$ cat config.mk
export PLATFORM = sky130hd
export DESIGN_NAME = sdm_core
export DESIGN_NICKNAME = d
export VERILOG_FILES = /design/src/sdm_pkg.sv /design/src/sdm_core.sv
export SDC_FILE = /design/constraint.sdc
export NUM_CORES = 1
export LEC_CHECK = 0
export ABC_AREA = 0
export BUFFER_PORTS_ARGS = -buffer_cell sky130_fd_sc_hd__buf_2
export CAP_MARGIN = 10
export CORE_ASPECT_RATIO = 1.2
export CORE_MARGIN = 2
export CORE_UTILIZATION = 25
export CTS_BUF_LIST = sky130_fd_sc_hd__clkbuf_4 sky130_fd_sc_hd__clkbuf_8
export DETAILED_ROUTE_END_ITERATION = 8
export SLEW_MARGIN = 20
export SYNTH_ARGS = -nofsm -noshare
export SYNTH_HDL_FRONTEND = slang
export SYNTH_SLANG_ARGS = --single-unit
$ cat constraint.sdc
create_clock -name clk_i -period 15.85 [get_ports clk_i]
set_clock_uncertainty 0.15 [all_clocks]
set_input_delay 2.3775 -clock clk_i [delete_from_list [all_inputs] [get_ports clk_i]]
set_output_delay 2.3775 -clock clk_i [all_outputs]
set_load 0.05 [all_outputs]
$ cat src/sdm_pkg.sv
`default_nettype none
package sdm_pkg;

  // ---------------------------------------------------------------
  // Word format
  // ---------------------------------------------------------------
  localparam int unsigned NUM_DIGITS  = 24;
  localparam int unsigned DIGIT_W     = 4;
  localparam int unsigned WORD_W      = NUM_DIGITS * DIGIT_W;
  localparam int unsigned SLOTS       = 9;
  localparam logic [4:0]  TOP_DIGIT   = 5'd23;
  localparam logic [4:0]  LOW_DIGIT   = 5'd0;
  localparam logic [3:0]  DIGIT_MAX   = 4'h9;
  localparam logic [4:0]  DIGIT_RADIX = 5'h0a;

  // ---------------------------------------------------------------
  // APB map (byte addresses)
  // ---------------------------------------------------------------
  localparam int unsigned APB_AW      = 8;
  localparam logic [7:0]  ADDR_ACC0   = 8'h00;
  localparam logic [7:0]  ADDR_ACC1   = 8'h04;
  localparam logic [7:0]  ADDR_ACC2   = 8'h08;
  localparam logic [7:0]  ADDR_ENT0   = 8'h0c;
  localparam logic [7:0]  ADDR_ENT1   = 8'h10;
  localparam logic [7:0]  ADDR_ENT2   = 8'h14;
  localparam logic [7:0]  ADDR_MQ0    = 8'h18;
  localparam logic [7:0]  ADDR_MQ1    = 8'h1c;
  localparam logic [7:0]  ADDR_MQ2    = 8'h20;
  localparam logic [7:0]  ADDR_KEYS   = 8'h24;
  localparam logic [7:0]  ADDR_STAT   = 8'h28;

  // Key register bits (write one to press)
  localparam int unsigned KEY_ADD     = 0;
  localparam int unsigned KEY_SUB     = 1;
  localparam int unsigned KEY_CLRMUL  = 2;
  localparam int unsigned KEY_MULACC  = 3;
  localparam int unsigned KEY_MULDED  = 4;
  localparam int unsigned KEY_ANYSW   = 8;

  // Status register bits
  localparam int unsigned STAT_BUSY   = 0;
  localparam int unsigned STAT_OVF    = 1;

  localparam logic        ANYSW_RST   = 1'b1;

  typedef enum {
    ST_IDLE,
    ST_SHL,
    ST_LOAD,
    ST_PASS,
    ST_SHR,
    ST_FIN
  } sdm_state_t;

endpackage
`default_nettype wire

$ cat src/sdm_core.sv
`timescale 1ns/1ps
`default_nettype none

// Operation
// - Subtract key: accumulator becomes accumulator minus entry
// - Subtract by adding nines complement plus one
// - Negative difference kept complemented, no sign
// - Later overflowing addition raises overflow flag
// - Entry slots fed inverted to digit counter
// - Top digit carry in subtract: no overflow
// - Carry flag preset at subtract start
// - Subtract otherwise behaves exactly like add
// - Complement by inverting all nine slots
// - Digit is nine slots, thermometer coded
// - Shift multiplicand left by top multiplier order
// - Add multiplicand digit-value times per digit
// - Shift multiplicand right after each digit above the lowest
// - Continue down to lowest multiplier digit
// - Clear-then-multiply clears accumulator first
// - Multiply-accumulate keeps accumulator, adds product
// - Multiply-deduct subtracts each partial product
// - Digit counter modulo ten, carry to next
// - Each pass walks 24 digits, lowest first
module sdm_core
  import sdm_pkg::*;
(
  input  wire logic                      clk_i,
  input  wire logic                      nrst_i,
  input  wire logic                      psel_i,
  input  wire logic                      penable_i,
  input  wire logic                      pwrite_i,
  input  wire logic [sdm_pkg::APB_AW-1:0] paddr_i,
  input  wire logic [31:0]               pwdata_i,
  output logic      [31:0]               prdata_o,
  output logic                           pready_o,
  output logic                           pslverr_o,
  output logic                           busy_o,
  output logic                           overflow_o
);
  import sdm_pkg::*;

  // ---------------------------------------------------------------
  // Digit helpers
  // ---------------------------------------------------------------
  function automatic logic [SLOTS-1:0] to_slots(input logic [3:0] d);
    to_slots = 9'h1ff >> (DIGIT_MAX - d);
  endfunction

  function automatic logic [4:0] count_slots(input logic [SLOTS-1:0] s);
    logic [4:0] n;
    n = 5'd0;
    for (int i = 0; i < SLOTS; i++)
    begin
      n = n + {4'd0, s[i]};
    end
    count_slots = n;
  endfunction

  function automatic logic [4:0] digit_sum(input logic [SLOTS-1:0] a,
                                           input logic [SLOTS-1:0] e,
                                           input logic             cin);
    logic [4:0] n;
    n = count_slots(a) + count_slots(e) + {4'd0, cin};
    if (n > {1'b0, DIGIT_MAX})
    begin
      digit_sum = {1'b1, 4'(n - DIGIT_RADIX)};
    end
    else
    begin
      digit_sum = {1'b0, n[3:0]};
    end
  endfunction

  function automatic logic [3:0] digit_at(input logic [WORD_W-1:0] w,
                                          input logic [4:0]        i);
    digit_at = w[i*DIGIT_W +: DIGIT_W];
  endfunction

  function automatic logic [4:0] top_nonzero(input logic [WORD_W-1:0] w);
    logic [4:0] t;
    t = LOW_DIGIT;
    for (int i = 0; i < NUM_DIGITS; i++)
    begin
      if (w[i*DIGIT_W +: DIGIT_W] != 4'h0)
      begin
        t = 5'(i);
      end
    end
    top_nonzero = t;
  endfunction

  // ---------------------------------------------------------------
  // State
  // ---------------------------------------------------------------
  sdm_state_t        state_reg;
  logic [WORD_W-1:0] acc_reg;
  logic [WORD_W-1:0] entry_reg;
  logic [WORD_W-1:0] mq_reg;
  logic [4:0]        dig_reg;
  logic [4:0]        c_reg;
  logic [4:0]        shl_reg;
  logic [3:0]        m_reg;
  logic              carry_flag;
  logic              pass_sub_reg;
  logic              multiply_accumulate_key_reg;
  logic              ovf_reg;
  logic              anysw_reg;
  logic [31:0]       prdata_reg;

  logic              setup;
  logic              wr_acc;
  logic              key_wr;
  logic              start_add;
  logic              start_sub;
  logic              start_mul;
  logic              top_digit_time;
  logic              lowest_digit_time;
  logic [SLOTS-1:0]  acc_slots;
  logic [SLOTS-1:0]  adder_input_gates;
  logic [4:0]        sum;
  logic [3:0]        mq_digit;
  logic [4:0]        mq_top;
  logic              more_adds;

  assign setup  = psel_i && !penable_i;
  assign wr_acc = psel_i && penable_i && pwrite_i;
  assign key_wr = wr_acc && (paddr_i == ADDR_KEYS) && (state_reg == ST_IDLE);

  assign start_add = key_wr && pwdata_i[KEY_ADD] && anysw_reg;
  assign start_sub = key_wr && pwdata_i[KEY_SUB] && anysw_reg
                     && !pwdata_i[KEY_ADD];
  assign start_mul = key_wr && !pwdata_i[KEY_ADD] && !pwdata_i[KEY_SUB]
                     && (pwdata_i[KEY_CLRMUL] || pwdata_i[KEY_MULACC]
                         || pwdata_i[KEY_MULDED]);

  assign top_digit_time    = (dig_reg == TOP_DIGIT);
  assign lowest_digit_time = (dig_reg == LOW_DIGIT);

  // ---------------------------------------------------------------
  // Serial digit adder
  // ---------------------------------------------------------------
  assign acc_slots = to_slots(digit_at(acc_reg, dig_reg));
  always_comb
  begin
    adder_input_gates = to_slots(digit_at(entry_reg, dig_reg));
    if (pass_sub_reg)
    begin
      adder_input_gates = ~adder_input_gates;
    end
  end
  assign sum       = digit_sum(acc_slots, adder_input_gates,
                               carry_flag);
  assign mq_digit  = digit_at(mq_reg, c_reg);
  assign mq_top    = top_nonzero(mq_reg);
  assign more_adds = (m_reg != 4'h1);

  // ---------------------------------------------------------------
  // Sequencer
  // ---------------------------------------------------------------
  always_ff @(posedge clk_i or negedge nrst_i)
  begin
    if (!nrst_i)
    begin
      state_reg    <= ST_IDLE;
      dig_reg      <= LOW_DIGIT;
      c_reg        <= LOW_DIGIT;
      shl_reg      <= LOW_DIGIT;
      m_reg        <= 4'h0;
      carry_flag   <= 1'b0;
      pass_sub_reg <= 1'b0;
      multiply_accumulate_key_reg     <= 1'b0;
    end
    else
    begin
      case (state_reg)
        ST_IDLE:
        begin
          dig_reg <= LOW_DIGIT;
          if (start_add || start_sub)
          begin
            carry_flag   <= start_sub;
            pass_sub_reg <= start_sub;
            multiply_accumulate_key_reg     <= 1'b0;
            state_reg    <= ST_PASS;
          end
          else if (start_mul)
          begin
            pass_sub_reg <= pwdata_i[KEY_MULDED];
            multiply_accumulate_key_reg     <= 1'b1;
            c_reg        <= mq_top;
            shl_reg      <= mq_top;
            state_reg    <= (mq_top != LOW_DIGIT) ? ST_SHL : ST_LOAD;
          end
        end
        ST_SHL:
        begin
          shl_reg <= shl_reg - 5'd1;
          if (shl_reg == 5'd1)
          begin
            state_reg <= ST_LOAD;
          end
        end
        ST_LOAD:
        begin
          m_reg      <= mq_digit;
          carry_flag <= pass_sub_reg;
          dig_reg    <= LOW_DIGIT;
          if (mq_digit != 4'h0)
          begin
            state_reg <= ST_PASS;
          end
          else if (c_reg == LOW_DIGIT)
          begin
            state_reg <= ST_FIN;
          end
          else
          begin
            state_reg <= ST_SHR;
          end
        end
        ST_PASS:
        begin
          carry_flag <= sum[4];
          dig_reg    <= dig_reg + 5'd1;
          if (top_digit_time)
          begin
            dig_reg    <= LOW_DIGIT;
            carry_flag <= pass_sub_reg;
            if (!multiply_accumulate_key_reg)
            begin
              state_reg <= ST_FIN;
            end
            else
            begin
              m_reg <= m_reg - 4'h1;
              if (!more_adds)
              begin
                state_reg <= (c_reg == LOW_DIGIT) ? ST_FIN : ST_SHR;
              end
            end
          end
        end
        ST_SHR:
        begin
          c_reg     <= c_reg - 5'd1;
          state_reg <= ST_LOAD;
        end
        ST_FIN:
        begin
          carry_flag <= 1'b0;
          state_reg  <= ST_IDLE;
        end
        default:
        begin
          state_reg <= ST_IDLE;
        end
      endcase
    end
  end

  // ---------------------------------------------------------------
  // Accumulator
  // ---------------------------------------------------------------
  always_ff @(posedge clk_i or negedge nrst_i)
  begin
    if (!nrst_i)
    begin
      acc_reg <= '0;
    end
    else if (start_mul && pwdata_i[KEY_CLRMUL])
    begin
      acc_reg <= '0;
    end
    else if (state_reg == ST_PASS)
    begin
      acc_reg[dig_reg*DIGIT_W +: DIGIT_W] <= sum[3:0];
    end
    else if (state_reg == ST_IDLE && wr_acc)
    begin
      if (paddr_i == ADDR_ACC0)
      begin
        acc_reg[31:0] <= pwdata_i;
      end
      else if (paddr_i == ADDR_ACC1)
      begin
        acc_reg[63:32] <= pwdata_i;
      end
      else if (paddr_i == ADDR_ACC2)
      begin
        acc_reg[95:64] <= pwdata_i;
      end
    end
  end

  // ---------------------------------------------------------------
  // Entry (multiplicand) and multiplier registers
  // ---------------------------------------------------------------
  always_ff @(posedge clk_i or negedge nrst_i)
  begin
    if (!nrst_i)
    begin
      entry_reg <= '0;
    end
    else if (state_reg == ST_SHL)
    begin
      entry_reg <= entry_reg << DIGIT_W;
    end
    else if (state_reg == ST_SHR)
    begin
      entry_reg <= entry_reg >> DIGIT_W;
    end
    else if (state_reg == ST_FIN)
    begin
      entry_reg <= '0;
    end
    else if (state_reg == ST_IDLE && wr_acc)
    begin
      if (paddr_i == ADDR_ENT0)
      begin
        entry_reg[31:0] <= pwdata_i;
      end
      else if (paddr_i == ADDR_ENT1)
      begin
        entry_reg[63:32] <= pwdata_i;
      end
      else if (paddr_i == ADDR_ENT2)
      begin
        entry_reg[95:64] <= pwdata_i;
      end
    end
  end

  always_ff @(posedge clk_i or negedge nrst_i)
  begin
    if (!nrst_i)
    begin
      mq_reg <= '0;
    end
    else if (state_reg == ST_IDLE && wr_acc)
    begin
      if (paddr_i == ADDR_MQ0)
      begin
        mq_reg[31:0] <= pwdata_i;
      end
      else if (paddr_i == ADDR_MQ1)
      begin
        mq_reg[63:32] <= pwdata_i;
      end
      else if (paddr_i == ADDR_MQ2)
      begin
        mq_reg[95:64] <= pwdata_i;
      end
    end
  end

  // ---------------------------------------------------------------
  // Overflow flag and any-register switch
  // ---------------------------------------------------------------
  always_ff @(posedge clk_i or negedge nrst_i)
  begin
    if (!nrst_i)
    begin
      ovf_reg <= 1'b0;
    end
    else if (state_reg == ST_PASS && top_digit_time && sum[4]
             && !pass_sub_reg)
    begin
      ovf_reg <= 1'b1;
    end
    else if (wr_acc && paddr_i == ADDR_STAT && pwdata_i[STAT_OVF])
    begin
      ovf_reg <= 1'b0;
    end
  end

  always_ff @(posedge clk_i or negedge nrst_i)
  begin
    if (!nrst_i)
    begin
      anysw_reg <= ANYSW_RST;
    end
    else if (wr_acc && paddr_i == ADDR_KEYS)
    begin
      anysw_reg <= pwdata_i[KEY_ANYSW];
    end
  end

  // ---------------------------------------------------------------
  // APB read path
  // ---------------------------------------------------------------
  always_ff @(posedge clk_i or negedge nrst_i)
  begin
    if (!nrst_i)
    begin
      prdata_reg <= 32'h0;
    end
    else if (setup)
    begin
      if (paddr_i == ADDR_ACC0)       prdata_reg <= acc_reg[31:0];
      else if (paddr_i == ADDR_ACC1)  prdata_reg <= acc_reg[63:32];
      else if (paddr_i == ADDR_ACC2)  prdata_reg <= acc_reg[95:64];
      else if (paddr_i == ADDR_ENT0)  prdata_reg <= entry_reg[31:0];
      else if (paddr_i == ADDR_ENT1)  prdata_reg <= entry_reg[63:32];
      else if (paddr_i == ADDR_ENT2)  prdata_reg <= entry_reg[95:64];
      else if (paddr_i == ADDR_MQ0)   prdata_reg <= mq_reg[31:0];
      else if (paddr_i == ADDR_MQ1)   prdata_reg <= mq_reg[63:32];
      else if (paddr_i == ADDR_MQ2)   prdata_reg <= mq_reg[95:64];
      else if (paddr_i == ADDR_KEYS)
        prdata_reg <= {23'h0, anysw_reg, 8'h0};
      else if (paddr_i == ADDR_STAT)
        prdata_reg <= {30'h0, ovf_reg, (state_reg != ST_IDLE)};
      else                            prdata_reg <= 32'h0;
    end
  end

  assign prdata_o   = prdata_reg;
  assign pready_o   = 1'b1;
  assign pslverr_o  = psel_i && penable_i && (paddr_i > ADDR_STAT
                      || paddr_i[1:0] != 2'b00);
  assign busy_o     = (state_reg != ST_IDLE);
  assign overflow_o = ovf_reg;

  // ---------------------------------------------------------------
  // Assertions
  // ---------------------------------------------------------------
  property p_sub_preset;
    @(posedge clk_i) disable iff (!nrst_i)
    start_sub |=> (state_reg == ST_PASS) && carry_flag && pass_sub_reg;
  endproperty
  a_sub_preset: assert property (p_sub_preset)
    else $error("carry not preset at subtract start");

  property p_no_ovf_sub;
    @(posedge clk_i) disable iff (!nrst_i)
    (state_reg == ST_PASS && pass_sub_reg && !ovf_reg) |=> !ovf_reg;
  endproperty
  a_no_ovf_sub: assert property (p_no_ovf_sub)
    else $error("overflow raised during subtract");

  property p_ovf_add;
    @(posedge clk_i) disable iff (!nrst_i)
    (state_reg == ST_PASS && top_digit_time && sum[4] && !pass_sub_reg)
      |=> ovf_reg;
  endproperty
  a_ovf_add: assert property (p_ovf_add)
    else $error("overflow missed on add carry");

  property p_complement;
    @(posedge clk_i) disable iff (!nrst_i)
    pass_sub_reg |-> (count_slots(adder_input_gates)
      == 5'(DIGIT_MAX) - {1'b0, digit_at(entry_reg, dig_reg)});
  endproperty
  a_complement: assert property (p_complement)
    else $error("entry digit not nines complemented");

  property p_digit_walk;
    @(posedge clk_i) disable iff (!nrst_i)
    (state_reg == ST_PASS && lowest_digit_time) |=> 
      (state_reg == ST_PASS && dig_reg == 5'd1) ##22
      (state_reg == ST_PASS && top_digit_time);
  endproperty
  a_digit_walk: assert property (p_digit_walk)
    else $error("pass did not walk all digits");

  property p_clear_then_multiply_key;
    @(posedge clk_i) disable iff (!nrst_i)
    (start_mul && pwdata_i[KEY_CLRMUL]) |=> (acc_reg == '0);
  endproperty
  a_clear_then_multiply_key: assert property (p_clear_then_multiply_key)
    else $error("accumulator not cleared before product");

  property p_shr;
    @(posedge clk_i) disable iff (!nrst_i)
    (state_reg == ST_SHR) |=>
      (entry_reg == ($past(entry_reg) >> DIGIT_W)) && (state_reg == ST_LOAD);
  endproperty
  a_shr: assert property (p_shr)
    else $error("multiplicand not shifted right");

  property p_shl;
    @(posedge clk_i) disable iff (!nrst_i)
    (state_reg == ST_SHL) |=> (entry_reg == ($past(entry_reg) << DIGIT_W));
  endproperty
  a_shl: assert property (p_shl)
    else $error("multiplicand not shifted left");

  property p_load;
    @(posedge clk_i) disable iff (!nrst_i)
    (state_reg == ST_LOAD && mq_digit != 4'h0) |=>
      (m_reg == $past(mq_digit)) && (state_reg == ST_PASS);
  endproperty
  a_load: assert property (p_load)
    else $error("multiplier digit not loaded");

  property p_lowest;
    @(posedge clk_i) disable iff (!nrst_i)
    (state_reg == ST_SHR) |-> (c_reg != LOW_DIGIT);
  endproperty
  a_lowest: assert property (p_lowest)
    else $error("shift below lowest multiplier digit");

  property p_acc_digit;
    @(posedge clk_i) disable iff (!nrst_i)
    (state_reg == ST_PASS) |=>
      digit_at(acc_reg, $past(dig_reg)) == $past(sum[3:0]);
  endproperty
  a_acc_digit: assert property (p_acc_digit)
    else $error("accumulator digit not written");

  c_sub: cover property (@(posedge clk_i) disable iff (!nrst_i)
    start_sub ##25 (state_reg == ST_FIN));
  c_mul_shift: cover property (@(posedge clk_i) disable iff (!nrst_i)
    (state_reg == ST_SHR) ##1 (state_reg == ST_LOAD));
  c_ovf: cover property (@(posedge clk_i) disable iff (!nrst_i)
    $rose(ovf_reg));

endmodule
`default_nettype wire

# [Word-level counts from Yosys, hierarchy flattened]
# Index checks and enable logic that the tools add are counted.
[totals] register_bits=376 in_bits=45 out_inout_bits=36 wordCells=265
[op_classes] add_sub_neg=26 magnitude_cmp=2 eq_ne=34 shifts=7 muxes=82 bitwise=3 n_reduce_logical=91
[op_table] operator="2-to-1 mux 32 bit" count=23
[op_table] operator="2-to-1 mux 96 bit" count=7
[op_table] operator="variable part select 96 x 8 -> 4 bit" count=3
[op_table] operator="one-hot mux 32 bit (5 select lines)" count=1
[op_table] operator="2-to-1 mux 5 bit" count=26
[op_table] operator="2-to-1 mux 64 bit" count=2
[op_table] operator="nonzero test 4 bit" count=29
[op_table] operator="bitwise mux 96 bit" count=1
[op_table] operator="equality test 32 x 2 -> 1 bit, second input constant" count=3
[op_table] operator="equality test 32 x 3 -> 1 bit, second input constant" count=3
[op_table] operator="variable shift 4 x 34 -> 96 bit, first input constant" count=1
[op_table] operator="variable part select 4 x 34 -> 96 bit" count=1
[op_table] operator="equality test 32 x 4 -> 1 bit, second input constant" count=2
[op_table] operator="zero test 32 bit" count=2
[op_table] operator="adder 5 x 1 -> 5 bit" count=9
[op_table] operator="negation 7 -> 34 bit" count=1
[op_table] operator="equality test 32 x 1 -> 1 bit, second input constant" count=1
[op_table] operator="equality test 8 x 5 -> 1 bit, second input constant" count=4
[op_table] operator="nonzero test 32 bit" count=1
[op_table] operator="one-hot mux 5 bit (2 select lines)" count=3
[op_table] operator="equality test 8 x 6 -> 1 bit, second input constant" count=3
[op_table] operator="logical AND 1 bit" count=21
[op_table] operator="2-to-1 mux 9 bit" count=2
[op_table] operator="AND reduction 3 bit" count=6
[op_table] operator="39 further kinds" count=90

# [Logic depth before layout (Yosys ltp)]
[logic_depth] word_depth=29 depth_mapped=31 mapped_depth_nobuf=25

# [Worst setup path after synthesis]
# OpenSTA, ideal clock, no wires.
[synth_path] kind="reg2reg" from="register dig_reg[0]" to="register acc_reg[74]" setup_ns=0.104 t_arrival_ns=7.835 required_time_ns=15.596 setup_slack_ns=7.762 path_stages_with_launch=27 n_path_buf=5 period_less_slack_ns=8.088 path_cell_list="dfrtp_1 > buf_6 > buf_6 > buf_6 > buf_2 > mux4_2 > mux4_2 > a21oi_1 > ha_1 > xnor2_1 > or2_1 > nor2_1 > fa_1 > fa_1 > inv_1 > fa_1 > fa_1 > fa_1 > fa_1 > inv_1 > fa_1 > inv_1 > ha_1 > a21boi_1 > or3_1 > buf_2 > o41ai_2"
[synth_via] elab_chain_cells=21 word_cells_on_any_way=35 cone_classes="add/sub: 22; order compare: 1; shift: 6; mux: 5; bitwise: 1"
[synth_rtl] element="start: declaration" line_no="sdm_core.sv:99" source="logic [4:0] dig_reg;"
[synth_rtl] element="start signal: assignment" line_no="sdm_core.sv:224" source="dig_reg <= dig_reg + 5'd1;"
[synth_rtl] element="variable part select 96 x 8 -> 4 bit" line_no="sdm_core.sv:76" source="digit_at = w[i*DIGIT_W +: DIGIT_W];"
[synth_rtl] element="subtractor 4 bit" line_no="sdm_core.sv:46" source="to_slots = 9'h1ff >> (DIGIT_MAX - d);"
[synth_rtl] element=">> shifter 9 x 4 -> 9 bit" line_no="sdm_core.sv:46"
[synth_rtl] element="inverter 9 bit" line_no="sdm_core.sv:148" source="adder_input_gates = ~adder_input_gates;"
[synth_rtl] element="2-to-1 mux 9 bit" line_no="sdm_core.sv:146" source="if (pass_sub_reg)"
[synth_rtl] element="adder 1 x 1 -> 2 bit" line_no="sdm_core.sv:54" source="n = n + {4'd0, s[i]};"
[synth_rtl] element="adder 2 x 1 -> 3 bit" line_no="sdm_core.sv:54"
[synth_rtl] element="adder 3 x 1 -> 4 bit" line_no="sdm_core.sv:54"
[synth_rtl] element="[... 5 more ...]"
[synth_rtl] element="adder 5 bit" line_no="sdm_core.sv:63" source="n = count_slots(a) + count_slots(e) + {4'd0, cin};"
[synth_rtl] element="adder 5 x 1 -> 5 bit" line_no="sdm_core.sv:63"
[synth_rtl] element="subtractor 4 bit or > comparator 5 x 4 -> 1 bit (tied branches)" line_no="sdm_core.sv:66, sdm_core.sv:64"
[synth_rtl] element="2-to-1 mux 5 bit" line_no="sdm_core.sv:64" source="if (n > {1'b0, DIGIT_MAX})"
[synth_rtl] element="variable part select 4 x 34 -> 96 bit" line_no="sdm_core.sv:276" source="acc_reg[dig_reg*DIGIT_W +: DIGIT_W] <= sum[3:0];"
[synth_rtl] element="bitwise mux 96 bit *" line_no="sdm_core.sv:276"
[synth_rtl] element="2-to-1 mux 96 bit *" line_no="sdm_core.sv:274" source="else if (state_reg == ST_PASS)"
[synth_rtl] element="2-to-1 mux 96 bit *" line_no="sdm_core.sv:270" source="else if (start_mul && pwdata_i[KEY_CLRMUL])"
[synth_rtl] element="end signal: indexed assignment" line_no="sdm_core.sv:276"
[synth_rtl] element="end signal: assignment" line_no="sdm_core.sv:290" source="acc_reg[95:64] <= pwdata_i;"
[synth_rtl] element="end: declaration" line_no="sdm_core.sv:96" source="logic [WORD_W-1:0] acc_reg;"
# Every way passes the cells marked *; elsewhere a longest branch is shown, timed or not.
# A chain may end at the register's enable or synchronous reset.

# [Worst setup path in the final report]
[layout_path] from="register dig_reg[0]" to="register acc_reg[23]"
# The elaborated chain is that of the path after synthesis.

==> metrics.txt <==
ys flop type=dfrtp_1; Worst-path clk slew=0.07 ns; crit-path max FO=35; async set-reset flop share out of synthesis=100.0%; Fin Setup TNS=0 ns; Post-CTS Resized=0; GRT Residual Overflow=0; Critical Path RT=16.27 ns; Setup crit start kind=flip-flop; relative slew slack=24.72%; GPL Wtd Cong=1.002; post-synthesis adder-cell area fraction=2.494%; CP Cell Sequence=buf_4 -> mux4_2 -> mux4_2 -> a21oi_1 -> ha_1 -> xnor2_1 -> or2_1 -> nor2_1 -> fa_1 -> fa_1 -> inv_1 -> fa_1 -> fa_1 -> fa_1 -> fa_1 -> inv_1 -> fa_1 -> xnor2_1 -> nand2_1 -> a21oi_1 -> o21bai_1 -> buf_4 -> or3_1 -> o31ai_1; final setup margin=6.604 ns; # rows=119; CP max-delay cell=dfrtp_4; reg2reg setup slack=6.60 ns; mux contribution to synthesized area=14.29%; Critical R2R Capture=acc_reg[23]; pre-CTS setup slack=6.683 ns; reg2reg start=dig_reg[0]; die area=0.09031 sq mm; most frequent cells in the layout=dfrtp_1 (342), nand2_1 (228), o211ai_1 (109); fmax=108.2 MHz; Worst Setup SP=dig_reg[0]; vias in the first global route=19830; Syn Area/Cell=9.909 sq um; fin crit period=9.246 ns; logic gate share of total power=14.6%; Global Route Usage Sum=22.20%; Flop pwr share=44.0%; Max Cap Violations=0; Post-CTS Setup Inserts=0; CP max stage delay=0.83 ns; Hold Crit Class=flip-flop to flip-flop; Syn Std Cell Area=0.02198 sq mm; top cells by area, synth=dfrtp_1 (39%), mux4_2 (7.3%), mux2_1 (4.4%); sequential share of the synthesized area=39.52%; via count=20760; Die Wd=274.7 microns; CTS buffer count=56; clock power share=41.4%; Hold Slack=0.3299 ns; fin area=0.02470 sq mm; Post-synth EDFFs=0; Top delay family on crit path=adder cells; register bit total from synthesis=347; Synth Area in Compound Gates=27.31%; main combinational cell family by area after synthesis=compound AO/OA/AOI/OAI gates; RSZ-0062 raised after global routing=no; initial antenna violation count=3; setup violators final=0; yosys warns=0; leak pwr=10.04 nW; Worst Reg-to-Reg Cells=24; internal power=0.001501 W; crit path capture=acc_reg[23]; most used cell, CP=fa_1; Non-Filler Instances=3398; Nets=2288; die height=328.8 microns; CP Class=flip-flop to flip-flop; CTS max path bufs=3; I/O Pins=81; Final period util=58.34%; most common cell after layout, fill and taps aside=dfrtp_1; DP Wirelength=70920 microns; Post-Syn Instances=2218; worst vdd ir=0.07421 mV; drt via density=6.111; Inst Count DP=3298; initial DRC count=2955; final hold vios=0; Pwr Density=86.54 mW/mm^2; post-synth cell types=81; Psw=0.0006370 W; Final Max Tran Viols=0; post-synthesis net count=2299; Critical Path AT=9.66 ns; core box area=0.08740 sq mm; share of the synthesized area in the top cell type=39.40%; Port Buf Inserts=79; P&R area growth vs syn=12.41%; share of layout cells above drive strength 1=15.89%; Post-DRT Antenna Nets=0; largest area contributor in the netlist=dfrtp_1; H-tree levels=2; CTS tree=done; CTS root buffer=clkbuf_8; fraction of power spent switching nets=29.80%; hold buffers post-CTS=0; first-pass GRT wire length=147000 microns; largest net degree at the start of global routing=126; Critical Path End Type=flip-flop; Routed wire per std cell=29.86 microns; Clk Latency, worst-skew pair=0.69 ns; dpl cell area=0.02346 sq mm; Remaining DRCs=0; Buf/Inv on CP=4; initial cell density of the core=25.15%; CTS sink cnt=347; critical path depth=24; post-synthesis xor/xnor area fraction=0.5124%; status=completed; Worst Tran Pin Value=1.101 ns; detailed-router iteration count before antenna repair=6; WL final=101500 microns; simple-gate area share of the yosys netlist=11.42%
==> area by class of cell <==
type	instances	area (sq um)
sequential	347	8695
inverter	47	176.4
clock inverter	11	142.6
tap	1149	1438
clock buffer	86	1090
fill	9108	62700
timing repair buffer	120	725.7
antenna	3	7.507
multi-input combinational	1635	12430
==> metrics by stage <==
step | utilization (%) | total power (W)
floorplan | - | 0.001141
global placement | 26.84 | 0.001258
detailed placement | 26.84 | 0.001261
CTS | 28.25 | 0.002140
global route | 28.26 | 0.002221
finish | 28.27 | 0.002138
==> worst reg2reg max path: stages, from the launching register on <==
cell,delay (ns)
dfrtp_4,0.83
buf_4,0.61
mux4_2,0.59
mux4_2,0.47
a21oi_1,0.38
ha_1,0.25
xnor2_1,0.18
or2_1,0.30
nor2_1,0.15
fa_1,0.46
fa_1,0.49
inv_1,0.05
fa_1,0.50
fa_1,0.53
fa_1,0.58
fa_1,0.19
inv_1,0.06
fa_1,0.40
xnor2_1,0.40
nand2_1,0.15
a21oi_1,0.20
o21bai_1,0.09
buf_4,0.20
or3_1,0.59
o31ai_1,0.34
==> routing by layer <==
| layer | up-vias | GRT usage, % | share of wire [%] |
|---|---|---|---|
| met3 | 349 | 4.723 | 10 |
| met1 | 10320 | 27.98 | 37 |
| met4 | 0 | 15.56 | 8.3 |
| li1 | 8601 | - | - |
| met5 | - | 0 | 0 |
| met2 | 1495 | 33.77 | 44 |
==> cell usage after synthesis (12+ instances only) <==
master and number:
o22ai_1 22, or4_1 15, o21ai_1 94, o221ai_1 14, o211ai_1 109, mux2_1 86
o21a_1 95, a32o_1 27, nor2_1 108, mux2i_1 22, mux4_2 71, dfrtp_1 346
a31oi_1 18, a32oi_1 44, nand2_1 230, o31ai_1 28, a22oi_1 94, mux2_2 29
a22o_1 25, nand3_1 40, nor4_1 20, fa_1 13, a221oi_1 32, a21o_1 24
ha_1 23, nor2b_1 17, nor3_1 30, inv_1 42, and2_1 17, buf_1 12
nand4_1 12, o21ai_0 41, a21oi_1 99, buf_2 36, clkbuf_1 134
==> cells by family after synthesis <==
group | count (synthesis)
XOR/XNOR | 12
other | 1
AO/OA/AOI/OAI | 839
AND/OR/NAND/NOR | 538
buffers and inverters | 236
flip-flops | 347
multiplexers | 209
adder cells (fa/ha/maj) | 36
==> worst min path at each step <==
stage	end	slack [ns]	depth (start not counted)	startpoint
2_1_floorplan	overflow_o	0.31	1	pass_sub_reg
3_3_place_gp	prdata_o[10]	0.31	1	prdata_o[10]
3_5_place_dp	prdata_o[16]	0.32	2	prdata_o[16]
4_1_cts	prdata_o[16]	0.34	2	prdata_o[16]
5_1_grt	prdata_o[10]	0.36	1	prdata_o[10]
6_report	prdata_o[23]	0.33	2	prdata_o[23]
==> power by group through the flow <==
stage                     sequential, W  clock (W)  combinational (W)
after global routing           0.000941   0.000932           0.000348
after global placement         0.000954          0           0.000303
after floorplan                0.000943          0           0.000198
after detailed placement       0.000954          0           0.000306
final                          0.000940   0.000885           0.000313
after CTS                      0.000938   0.000893           0.000308
(Power assumes the default switching activity.)
